## src/hdl/tspd_pkg.sv

```systemverilog
package tspd_pkg;

   // width of the strap field that selects the test configuration
   localparam int unsigned CODE_W = 3;

   // captured strap codes on the low test points
   localparam logic [2:0] CODE_NO_SWITCHING = 3'h0;
   localparam logic [2:0] CODE_CLOCK_DEBUG  = 3'h2;

   // number of test-point pins
   localparam int unsigned TP_W = 8;

   // values of the pin drivers: reset not driven and low, or all driven
   localparam logic [7:0] TP_LEVEL_RESET  = 8'h00;
   localparam logic [7:0] TP_ENABLE_RESET = 8'h00;
   localparam logic [7:0] TP_ENABLE_ALL   = 8'hff;

   // static levels in clock-debug mode: bits 3,5,6 high, bit 4 low
   localparam logic [7:0] TP_STATIC_LEVELS = 8'h68;

   // bit positions of the clock probes
   localparam int unsigned BIT_FAST = 0;
   localparam int unsigned BIT_HALF = 1;
   localparam int unsigned BIT_VAR  = 2;
   localparam int unsigned BIT_SLOW = 7;

   // probe counter: fast = bit 0, half = bit 1, slow (1/8 of fast) = bit 3
   localparam int unsigned PROBE_CNT_W = 4;
   localparam int unsigned PROBE_FAST  = 0;
   localparam int unsigned PROBE_HALF  = 1;
   localparam int unsigned PROBE_SLOW  = 3;
   localparam logic [3:0]  PROBE_CNT_RESET = 4'h0;

   // default half period, in clock cycles, of the variable probe clock
   localparam int unsigned VAR_HALF_DEFAULT = 2;

   // reset values of the variable-rate divider
   localparam logic [7:0] VAR_CNT_RESET = 8'h00;
   localparam logic       VAR_CLK_RESET = 1'b0;

   // port states after reset release
   typedef enum logic [0:0] {
      TSPD_HELD,
      TSPD_RUN
   } tspd_state_t;

   // drive pattern for the test-point pins
   typedef struct packed {
      logic [7:0] level;
      logic [7:0] enable;
   } tspd_drive_t;

endpackage

```

## src/hdl/tspd_port.sv

```systemverilog
`timescale 1ns/1ps
`default_nettype none

module tspd_port #(
   parameter int unsigned VAR_HALF = tspd_pkg::VAR_HALF_DEFAULT
) (
   input  wire logic       CLK,
   input  wire logic       RST_N,
   input  wire logic [7:0] DEBUG_TEST_POINTS_IN,
   output var  logic [7:0] DEBUG_TEST_POINTS_OUT,
   output var  logic [7:0] DEBUG_TEST_POINTS_OE,
   output var  logic [2:0] TEST_CONFIG
);

   // refuse a variable probe divider the counter cannot serve: it
   // counts in eight bits, and a zero half period wraps its compare value to 255
   if (VAR_HALF < 1 || VAR_HALF > 255) begin : g_bad_var_half
      $error("tspd_port: VAR_HALF must lie in 1..255");
   end

   // the pin group and the strap field are fixed in width
   if (tspd_pkg::TP_W != 8) begin : g_bad_pin_count
      $error("tspd_port: eight test-point pins expected");
   end
   if (tspd_pkg::CODE_W != 3) begin : g_bad_code_width
      $error("tspd_port: three-bit strap code expected");
   end

   // the probes are scaled copies of the core clock: the fast probe
   // runs at half its rate, the half probe at a quarter and the slow
   // probe at a sixteenth, which keeps the 8:4:1 ratio of the fixed
   // probes; true rates need a faster clock than this block has, so
   // a bench instrument must scale its readings by the same factor
   // (the variable probe flips once every VAR_HALF edges)

   // true for the one code that turns the pins into clock probes
   function automatic logic is_clock_debug(
      input logic [2:0] code
   );
      return code == tspd_pkg::CODE_CLOCK_DEBUG;
   endfunction

   // strap field: the low three pins; the upper five are never read
   function automatic logic [2:0] strap_code(
      input logic [7:0] pins
   );
      return pins[2:0];
   endfunction

   // levels of the clock-debug pattern: fixed levels first, then the
   // four probe clocks laid over their own bit positions
   function automatic logic [7:0] probe_pattern(
      input logic [3:0] cnt,
      input logic       var_level
   );
      logic [7:0] lv;
      lv = tspd_pkg::TP_STATIC_LEVELS;
      lv[tspd_pkg::BIT_FAST] = cnt[tspd_pkg::PROBE_FAST];
      lv[tspd_pkg::BIT_HALF] = cnt[tspd_pkg::PROBE_HALF];
      lv[tspd_pkg::BIT_VAR]  = var_level;
      lv[tspd_pkg::BIT_SLOW] = cnt[tspd_pkg::PROBE_SLOW];
      return lv;
   endfunction

   // pattern that leaves every pin to its board resistor
   function automatic tspd_pkg::tspd_drive_t quiet_drive();
      tspd_pkg::tspd_drive_t d;
      d.level  = tspd_pkg::TP_LEVEL_RESET;
      d.enable = tspd_pkg::TP_ENABLE_RESET;
      return d;
   endfunction

   // port state, drive pattern, strap capture and the probe dividers
   tspd_pkg::tspd_state_t state;
   tspd_pkg::tspd_state_t next_state;
   tspd_pkg::tspd_drive_t next_drive;
   logic [2:0]            next_config;
   logic                  strap_window;
   logic [3:0]            probe_cnt;
   logic [3:0]            next_probe_cnt;
   logic [7:0]            var_cnt;
   logic [7:0]            next_var_cnt;
   logic                  var_clk;
   logic                  next_var_clk;

   // the port runs from the first edge with reset released
   always_comb begin
      next_state = tspd_pkg::TSPD_HELD;
      if (RST_N) begin
         next_state = tspd_pkg::TSPD_RUN;
      end
   end

   // hold the pins released while reset is low, then run
   always_ff @(posedge CLK) begin
      if (!RST_N) begin
         state <= tspd_pkg::TSPD_HELD;
      end else begin
         state <= next_state;
      end
   end

   // the strap is open only on the first edge after reset release,
   // while the port is still held and the pins are undriven
   assign strap_window = (state == tspd_pkg::TSPD_HELD);

   // strap capture: the low pins are taken inside the strap window,
   // every later edge keeps the code, so moving the straps after
   // release has no effect until the next reset
   always_comb begin
      next_config = TEST_CONFIG;
      if (strap_window) begin
         next_config = strap_code(DEBUG_TEST_POINTS_IN);
      end
   end

   // captured test configuration, cleared while reset is low so a
   // fresh release always starts from the quiet default
   always_ff @(posedge CLK) begin
      if (!RST_N) begin
         TEST_CONFIG <= tspd_pkg::CODE_NO_SWITCHING;
      end else begin
         TEST_CONFIG <= next_config;
      end
   end

   // next count of the fixed-ratio divider; it wraps at sixteen,
   // which is the period of the slow probe
   always_comb begin
      next_probe_cnt = probe_cnt + 4'h1;
   end

   // free-running divider for the fixed-ratio probe clocks; it also
   // runs in quiet mode, but nothing leaves the block then
   always_ff @(posedge CLK) begin
      if (!RST_N) begin
         probe_cnt <= tspd_pkg::PROBE_CNT_RESET;
      end else begin
         probe_cnt <= next_probe_cnt;
      end
   end

   // next state of the variable-rate divider: the count wraps after
   // VAR_HALF edges and the probe level flips at the wrap, giving a
   // period of twice VAR_HALF edges
   always_comb begin
      next_var_cnt = var_cnt + 8'h01;
      next_var_clk = var_clk;
      if (var_cnt == 8'(VAR_HALF - 1)) begin
         next_var_cnt = tspd_pkg::VAR_CNT_RESET;
         next_var_clk = ~var_clk;
      end
   end

   // count of the variable-rate divider
   always_ff @(posedge CLK) begin
      if (!RST_N) begin
         var_cnt <= tspd_pkg::VAR_CNT_RESET;
      end else begin
         var_cnt <= next_var_cnt;
      end
   end

   // level of the variable-rate probe clock
   always_ff @(posedge CLK) begin
      if (!RST_N) begin
         var_clk <= tspd_pkg::VAR_CLK_RESET;
      end else begin
         var_clk <= next_var_clk;
      end
   end

   // choose the pin pattern from the captured code; anything but the
   // clock-debug code, the default included, leaves the pins quiet
   always_comb begin
      next_drive = quiet_drive();
      unique case (state)
         tspd_pkg::TSPD_HELD: begin
            next_drive = quiet_drive();
         end
         tspd_pkg::TSPD_RUN: begin
            if (RST_N && is_clock_debug(TEST_CONFIG)) begin
               next_drive.level  = probe_pattern(probe_cnt, var_clk);
               next_drive.enable = tspd_pkg::TP_ENABLE_ALL;
            end else begin
               next_drive = quiet_drive();
            end
         end
      endcase
   end

   // registered pin levels; a released pin is held low so the level
   // only moves while the pin is driven
   always_ff @(posedge CLK) begin
      if (!RST_N) begin
         DEBUG_TEST_POINTS_OUT <= tspd_pkg::TP_LEVEL_RESET;
      end else begin
         DEBUG_TEST_POINTS_OUT <= next_drive.level;
      end
   end

   // registered pin enables; released on the first edge of reset so
   // the board straps are never fought during the strap window
   always_ff @(posedge CLK) begin
      if (!RST_N) begin
         DEBUG_TEST_POINTS_OE <= tspd_pkg::TP_ENABLE_RESET;
      end else begin
         DEBUG_TEST_POINTS_OE <= next_drive.enable;
      end
   end

endmodule

`default_nettype wire

```

## config.mk

```make
export PLATFORM = sky130hd
export DESIGN_NAME = tspd_port
export DESIGN_NICKNAME = d
export VERILOG_FILES = /design/src/hdl/tspd_pkg.sv /design/src/hdl/tspd_port.sv
export SDC_FILE = /design/constraint.sdc
export NUM_CORES = 1
export LEC_CHECK = 0
export BUFFER_PORTS_ARGS = -buffer_cell sky130_fd_sc_hd__clkbuf_2
export CAP_MARGIN = 30
export CORE_UTILIZATION = 40
export CTS_CLUSTER_DIAMETER = 200
export DETAILED_ROUTE_END_ITERATION = 6
export GPL_TIMING_DRIVEN = 0
export HOLD_SLACK_MARGIN = 0.02
export PLACE_DENSITY = 0.73
export RECOVER_POWER = 100
export SLEW_MARGIN = 20
export SYNTH_ARGS = -nofsm -noshare
export SYNTH_HDL_FRONTEND = slang
export SYNTH_SLANG_ARGS = --single-unit
```

## constraint.sdc

```tcl
create_clock -name CLK -period 4.41 [get_ports CLK]
set_clock_uncertainty 0.15 [all_clocks]
set_input_delay 0.441 -clock CLK [delete_from_list [all_inputs] [get_ports CLK]]
set_output_delay 0.441 -clock CLK [all_outputs]
set_load 0.02 [all_outputs]
```

==> impl_metrics.prom <==
# TYPE chip_impl_metric gauge
chip_impl_info{name="status",value="completed"} 1
chip_impl_metric{name="largest_net_degree_at_the_start_of_global_routing",unit=""} 14
chip_impl_metric{name="p_leak",unit="nW"} 0.455
chip_impl_metric{name="fraction_of_post_synthesis_cell_area_in_the_top_cell_type_by_area",unit=""} 0.515
chip_impl_metric{name="critical_path_depth",unit=""} 4
chip_impl_metric{name="syn-mean-instance-area",unit="um^2"} 9.84
chip_impl_metric{name="buffers_from_clock_root_to_sink_at_most",unit=""} 2
chip_impl_metric{name="dp_slack",unit="ns"} 2.54
chip_impl_info{name="path_delay_family",value="compound AO/OA/AOI/OAI gates"} 1
chip_impl_metric{name="route.vias.total",unit=""} 642
chip_impl_info{name="hold_path_startpoint",value="RST_N"} 1
chip_impl_metric{name="postSynthCellCount",unit=""} 87
chip_impl_metric{name="slowest_delay",unit="ns"} 0.69
chip_impl_metric{name="r2r_slack",unit="ns"} 2.32
chip_impl_metric{name="fmax",unit="MHz"} 478
chip_impl_info{name="rr_endpoint",value="var_cnt[4]"} 1
chip_impl_info{name="rsz_0062_raised_after_global_routing",value="false"} 1
chip_impl_metric{name="routedWlPerCell",unit="um"} 9.61
chip_impl_metric{name="dr.first_iter.drc_count",unit=""} 12
chip_impl_metric{name="max-slew-margin-rel",unit=""} 0.428
chip_impl_metric{name="cp.buffers_inverters",unit=""} 0
chip_impl_metric{name="synth_nets",unit=""} 100
chip_impl_info{name="worstPathCellList",value="ha_1, or3b_2, o21ai_0, nor2_1"} 1
chip_impl_metric{name="slew_violations",unit=""} 0
chip_impl_metric{name="holdPathStages",unit=""} 1
chip_impl_metric{name="tightestPinTransition",unit="ns"} 0.849
chip_impl_metric{name="final_hold_viols",unit=""} 0
chip_impl_info{name="min_to",value="state"} 1
chip_impl_metric{name="drt-vias-per-instance",unit=""} 4.59
chip_impl_metric{name="floorplan.initialDensity",unit=""} 0.432
chip_impl_info{name="tritoncts_clock_tree",value="built"} 1
chip_impl_metric{name="antenna_found_initial",unit=""} 0
chip_impl_metric{name="yosys_warnings",unit=""} 0
chip_impl_metric{name="worst_r2r_path_depth",unit=""} 4
chip_impl_metric{name="layout.nets",unit=""} 127
chip_impl_info{name="cp-end-kind",value="register"} 1
chip_impl_metric{name="cts.repair.resized",unit=""} 0
chip_impl_metric{name="drt_drc_violations_left",unit=""} 0
chip_impl_metric{name="grtUsageTotal",unit=""} 0.135
chip_impl_metric{name="insertedDiodeCount",unit=""} 0
chip_impl_metric{name="synth_cell_area",unit="um^2"} 856
chip_impl_metric{name="yosys_register_bits",unit=""} 22
chip_impl_metric{name="ctsHtreeMaxLevel",unit=""} 1
chip_impl_metric{name="standard_cell_row_count",unit=""} 16
chip_impl_info{name="rr_startpoint",value="var_cnt[0]"} 1
chip_impl_metric{name="yosysUniqueCellTypes",unit=""} 21
chip_impl_metric{name="cellPowerDensity",unit="mW/mm^2"} 388
chip_impl_metric{name="max-cap-violations",unit=""} 0
chip_impl_metric{name="worst_ep_required_time",unit="ns"} 4.43
chip_impl_metric{name="die-height",unit="um"} 48.3
chip_impl_info{name="synth_area_leaders",value="dfxtp_1, buf_4, nor2_1"} 1
chip_impl_metric{name="first_pass_iters",unit=""} 4
chip_impl_metric{name="yosysSeqAreaShare",unit=""} 0.515
chip_impl_metric{name="worstPathArrival",unit="ns"} 2.11
chip_impl_metric{name="totalNegativeSetupSlack",unit="ns"} 0
chip_impl_metric{name="fin_ws",unit="ns"} 2.32
chip_impl_metric{name="finalSetupViolations",unit=""} 0
chip_impl_info{name="slowest_stage",value="o21ai_0"} 1
chip_impl_metric{name="port_buffers",unit=""} 22
chip_impl_metric{name="timing.final.crit_share",unit=""} 0.475
chip_impl_metric{name="worst-path-max-fanout",unit=""} 8
chip_impl_metric{name="worst_skew_pair.late_latency",unit="ns"} 0.30
chip_impl_info{name="timing.setup.critical_path_class",value="register to register"} 1
chip_impl_metric{name="place_inst",unit=""} 136
chip_impl_metric{name="area_growth",unit="%"} 21.6
chip_impl_metric{name="io-pin-count",unit=""} 29
chip_impl_info{name="synth.largest_area_cell",value="dfxtp_1"} 1
chip_impl_metric{name="layout-drive-gt1-share",unit=""} 0.274
chip_impl_metric{name="number_of_antenna_violating_nets_in_the_routed_design",unit=""} 0
chip_impl_metric{name="post_cts.repair.setup_buffers",unit=""} 0
chip_impl_metric{name="clk_pin_slew_worst_paths",unit="ns"} 0.12
chip_impl_info{name="crit_path_start_kind",value="register"} 1
chip_impl_metric{name="die_x",unit="um"} 48.3
chip_impl_metric{name="wire_length_of_the_first_global_routing_pass",unit="um"} 2100
chip_impl_metric{name="cts-buffers-inserted",unit=""} 3
chip_impl_metric{name="cts_hold_buffers",unit=""} 0
chip_impl_metric{name="route.final.wire_length",unit="um"} 1350
chip_impl_info{name="clockRootBuffer",value="clkbuf_4"} 1
chip_impl_metric{name="core_region_area",unit="mm^2"} 0.00198
chip_impl_metric{name="layoutNonFillerInstCount",unit=""} 140
chip_impl_metric{name="dieArea",unit="mm^2"} 0.00233
chip_impl_metric{name="via_count_of_the_first_global_routing_pass",unit=""} 556
chip_impl_metric{name="ir_worst_vdd",unit="V"} 0.000232
chip_impl_info{name="worst_hold_path_type",value="input port to register"} 1
chip_impl_metric{name="gp_routability_congestion",unit=""} 0.705
chip_impl_metric{name="grt_overflow_total",unit=""} 0
chip_impl_metric{name="sink_count_of_the_clock_tree",unit=""} 22
chip_impl_metric{name="layout_min_cycle_time",unit="ns"} 2.09
worst reg2reg max path, cell delays in order (launching register included):
cell     delay, ns
dfxtp_1       0.40
ha_1          0.16
or3b_2        0.46
o21ai_0       0.69
nor2_1        0.12
synth_stat cells:
library cell,number
o21ai_1,1
ha_1,3
dfxtp_1,22
or3b_2,1
xor2_1,3
conb_1,1
nand2_1,2
and2_1,5
or4_4,1
or3_1,3
nor2_1,12
o21ai_0,4
nand4_1,1
nand4b_1,1
buf_4,11
inv_1,2
nand3_1,4
a21oi_1,4
mux2i_1,3
or3_2,1
xnor2_1,2
cell usage in the layout (no fill, tap or decap), types with 2 or more instances in the layout:
cell / instances
and2_0: 2
xor2_1: 3
clkbuf_4: 13
xnor2_1: 2
nand2_1: 2
mux2i_1: 3
and2_1: 3
inv_1: 2
a21oi_1: 4
nand3_1: 4
dfxtp_1: 22
clkbuf_1: 9
or3_1: 3
clkbuf_2: 13
ha_1: 3
o21ai_0: 5
nor2_1: 12
layer usage:
metal | part of all wire | track usage | vias up
li1 | - | - | 329
met1 | 0.46 | 0.145 | 289
met2 | 0.48 | 0.243 | 22
met3 | 0.055 | 0.0222 | 2
met4 | 0.0097 | 0.0833 | 0
met5 | 0 | 0 | -
layout make-up:
type	count	area (um^2)
Tap cell	27	33.8
Sequential cell	22	440
Timing Repair Buffer	22	98.8
Inverter	2	7.51
Clock inverter	1	30.0
Multi-Input combinational cell	52	325
Clock buffer	3	22.5
Buffer	11	82.6
Fill cell	184	941
power by group:
part / switching (W) / internal, W
Sequential: 0.00000838 / 0.000209
Combinational: 0.0000191 / 0.0000158
Clock: 0.0000599 / 0.0000919
Total: 0.0000873 / 0.000316
stage by stage:
stage | total power, W | hold WS, ns | cell area (um^2) | utilization
CTS | 0.000409 | 0.140 | 1050 | 0.531
detailed placement | 0.000258 | 0.300 | 1000 | 0.504
global route | 0.000422 | 0.167 | 1040 | 0.525
global placement | 0.000256 | 0.285 | 1000 | 0.504
finish | 0.000404 | 0.172 | 1040 | 0.525
floorplan | 0.000247 | 0.276 | 856 | -
sequential cells by signal, summed over array words and instances, names as in the netlist:
signal                 flops
DEBUG_TEST_POINTS_OE       1
DEBUG_TEST_POINTS_OUT      4
TEST_CONFIG                3
probe_cnt                  4
state                      1
var_clk                    1
var_cnt                    8
worst max-delay path by stage:
stage                           from          to
final                     var_cnt[0]  var_cnt[4]
after floorplan           var_cnt[0]  var_cnt[2]
after detailed placement  var_cnt[0]  var_cnt[7]
after global placement    var_cnt[0]  var_cnt[2]
after CTS                 var_cnt[0]  var_cnt[4]
after global routing      var_cnt[0]  var_cnt[4]
kinds of logic after synthesis:
group	synth area share
other cells	0.00438
flops	0.515
buf+inv	0.105
fa+ha+maj	0.0439
xor+xnor	0.0512
simple gates	0.193
mux	0.0351
compound gates	0.0526
Note: power is estimated with default switching activity, not from simulation.
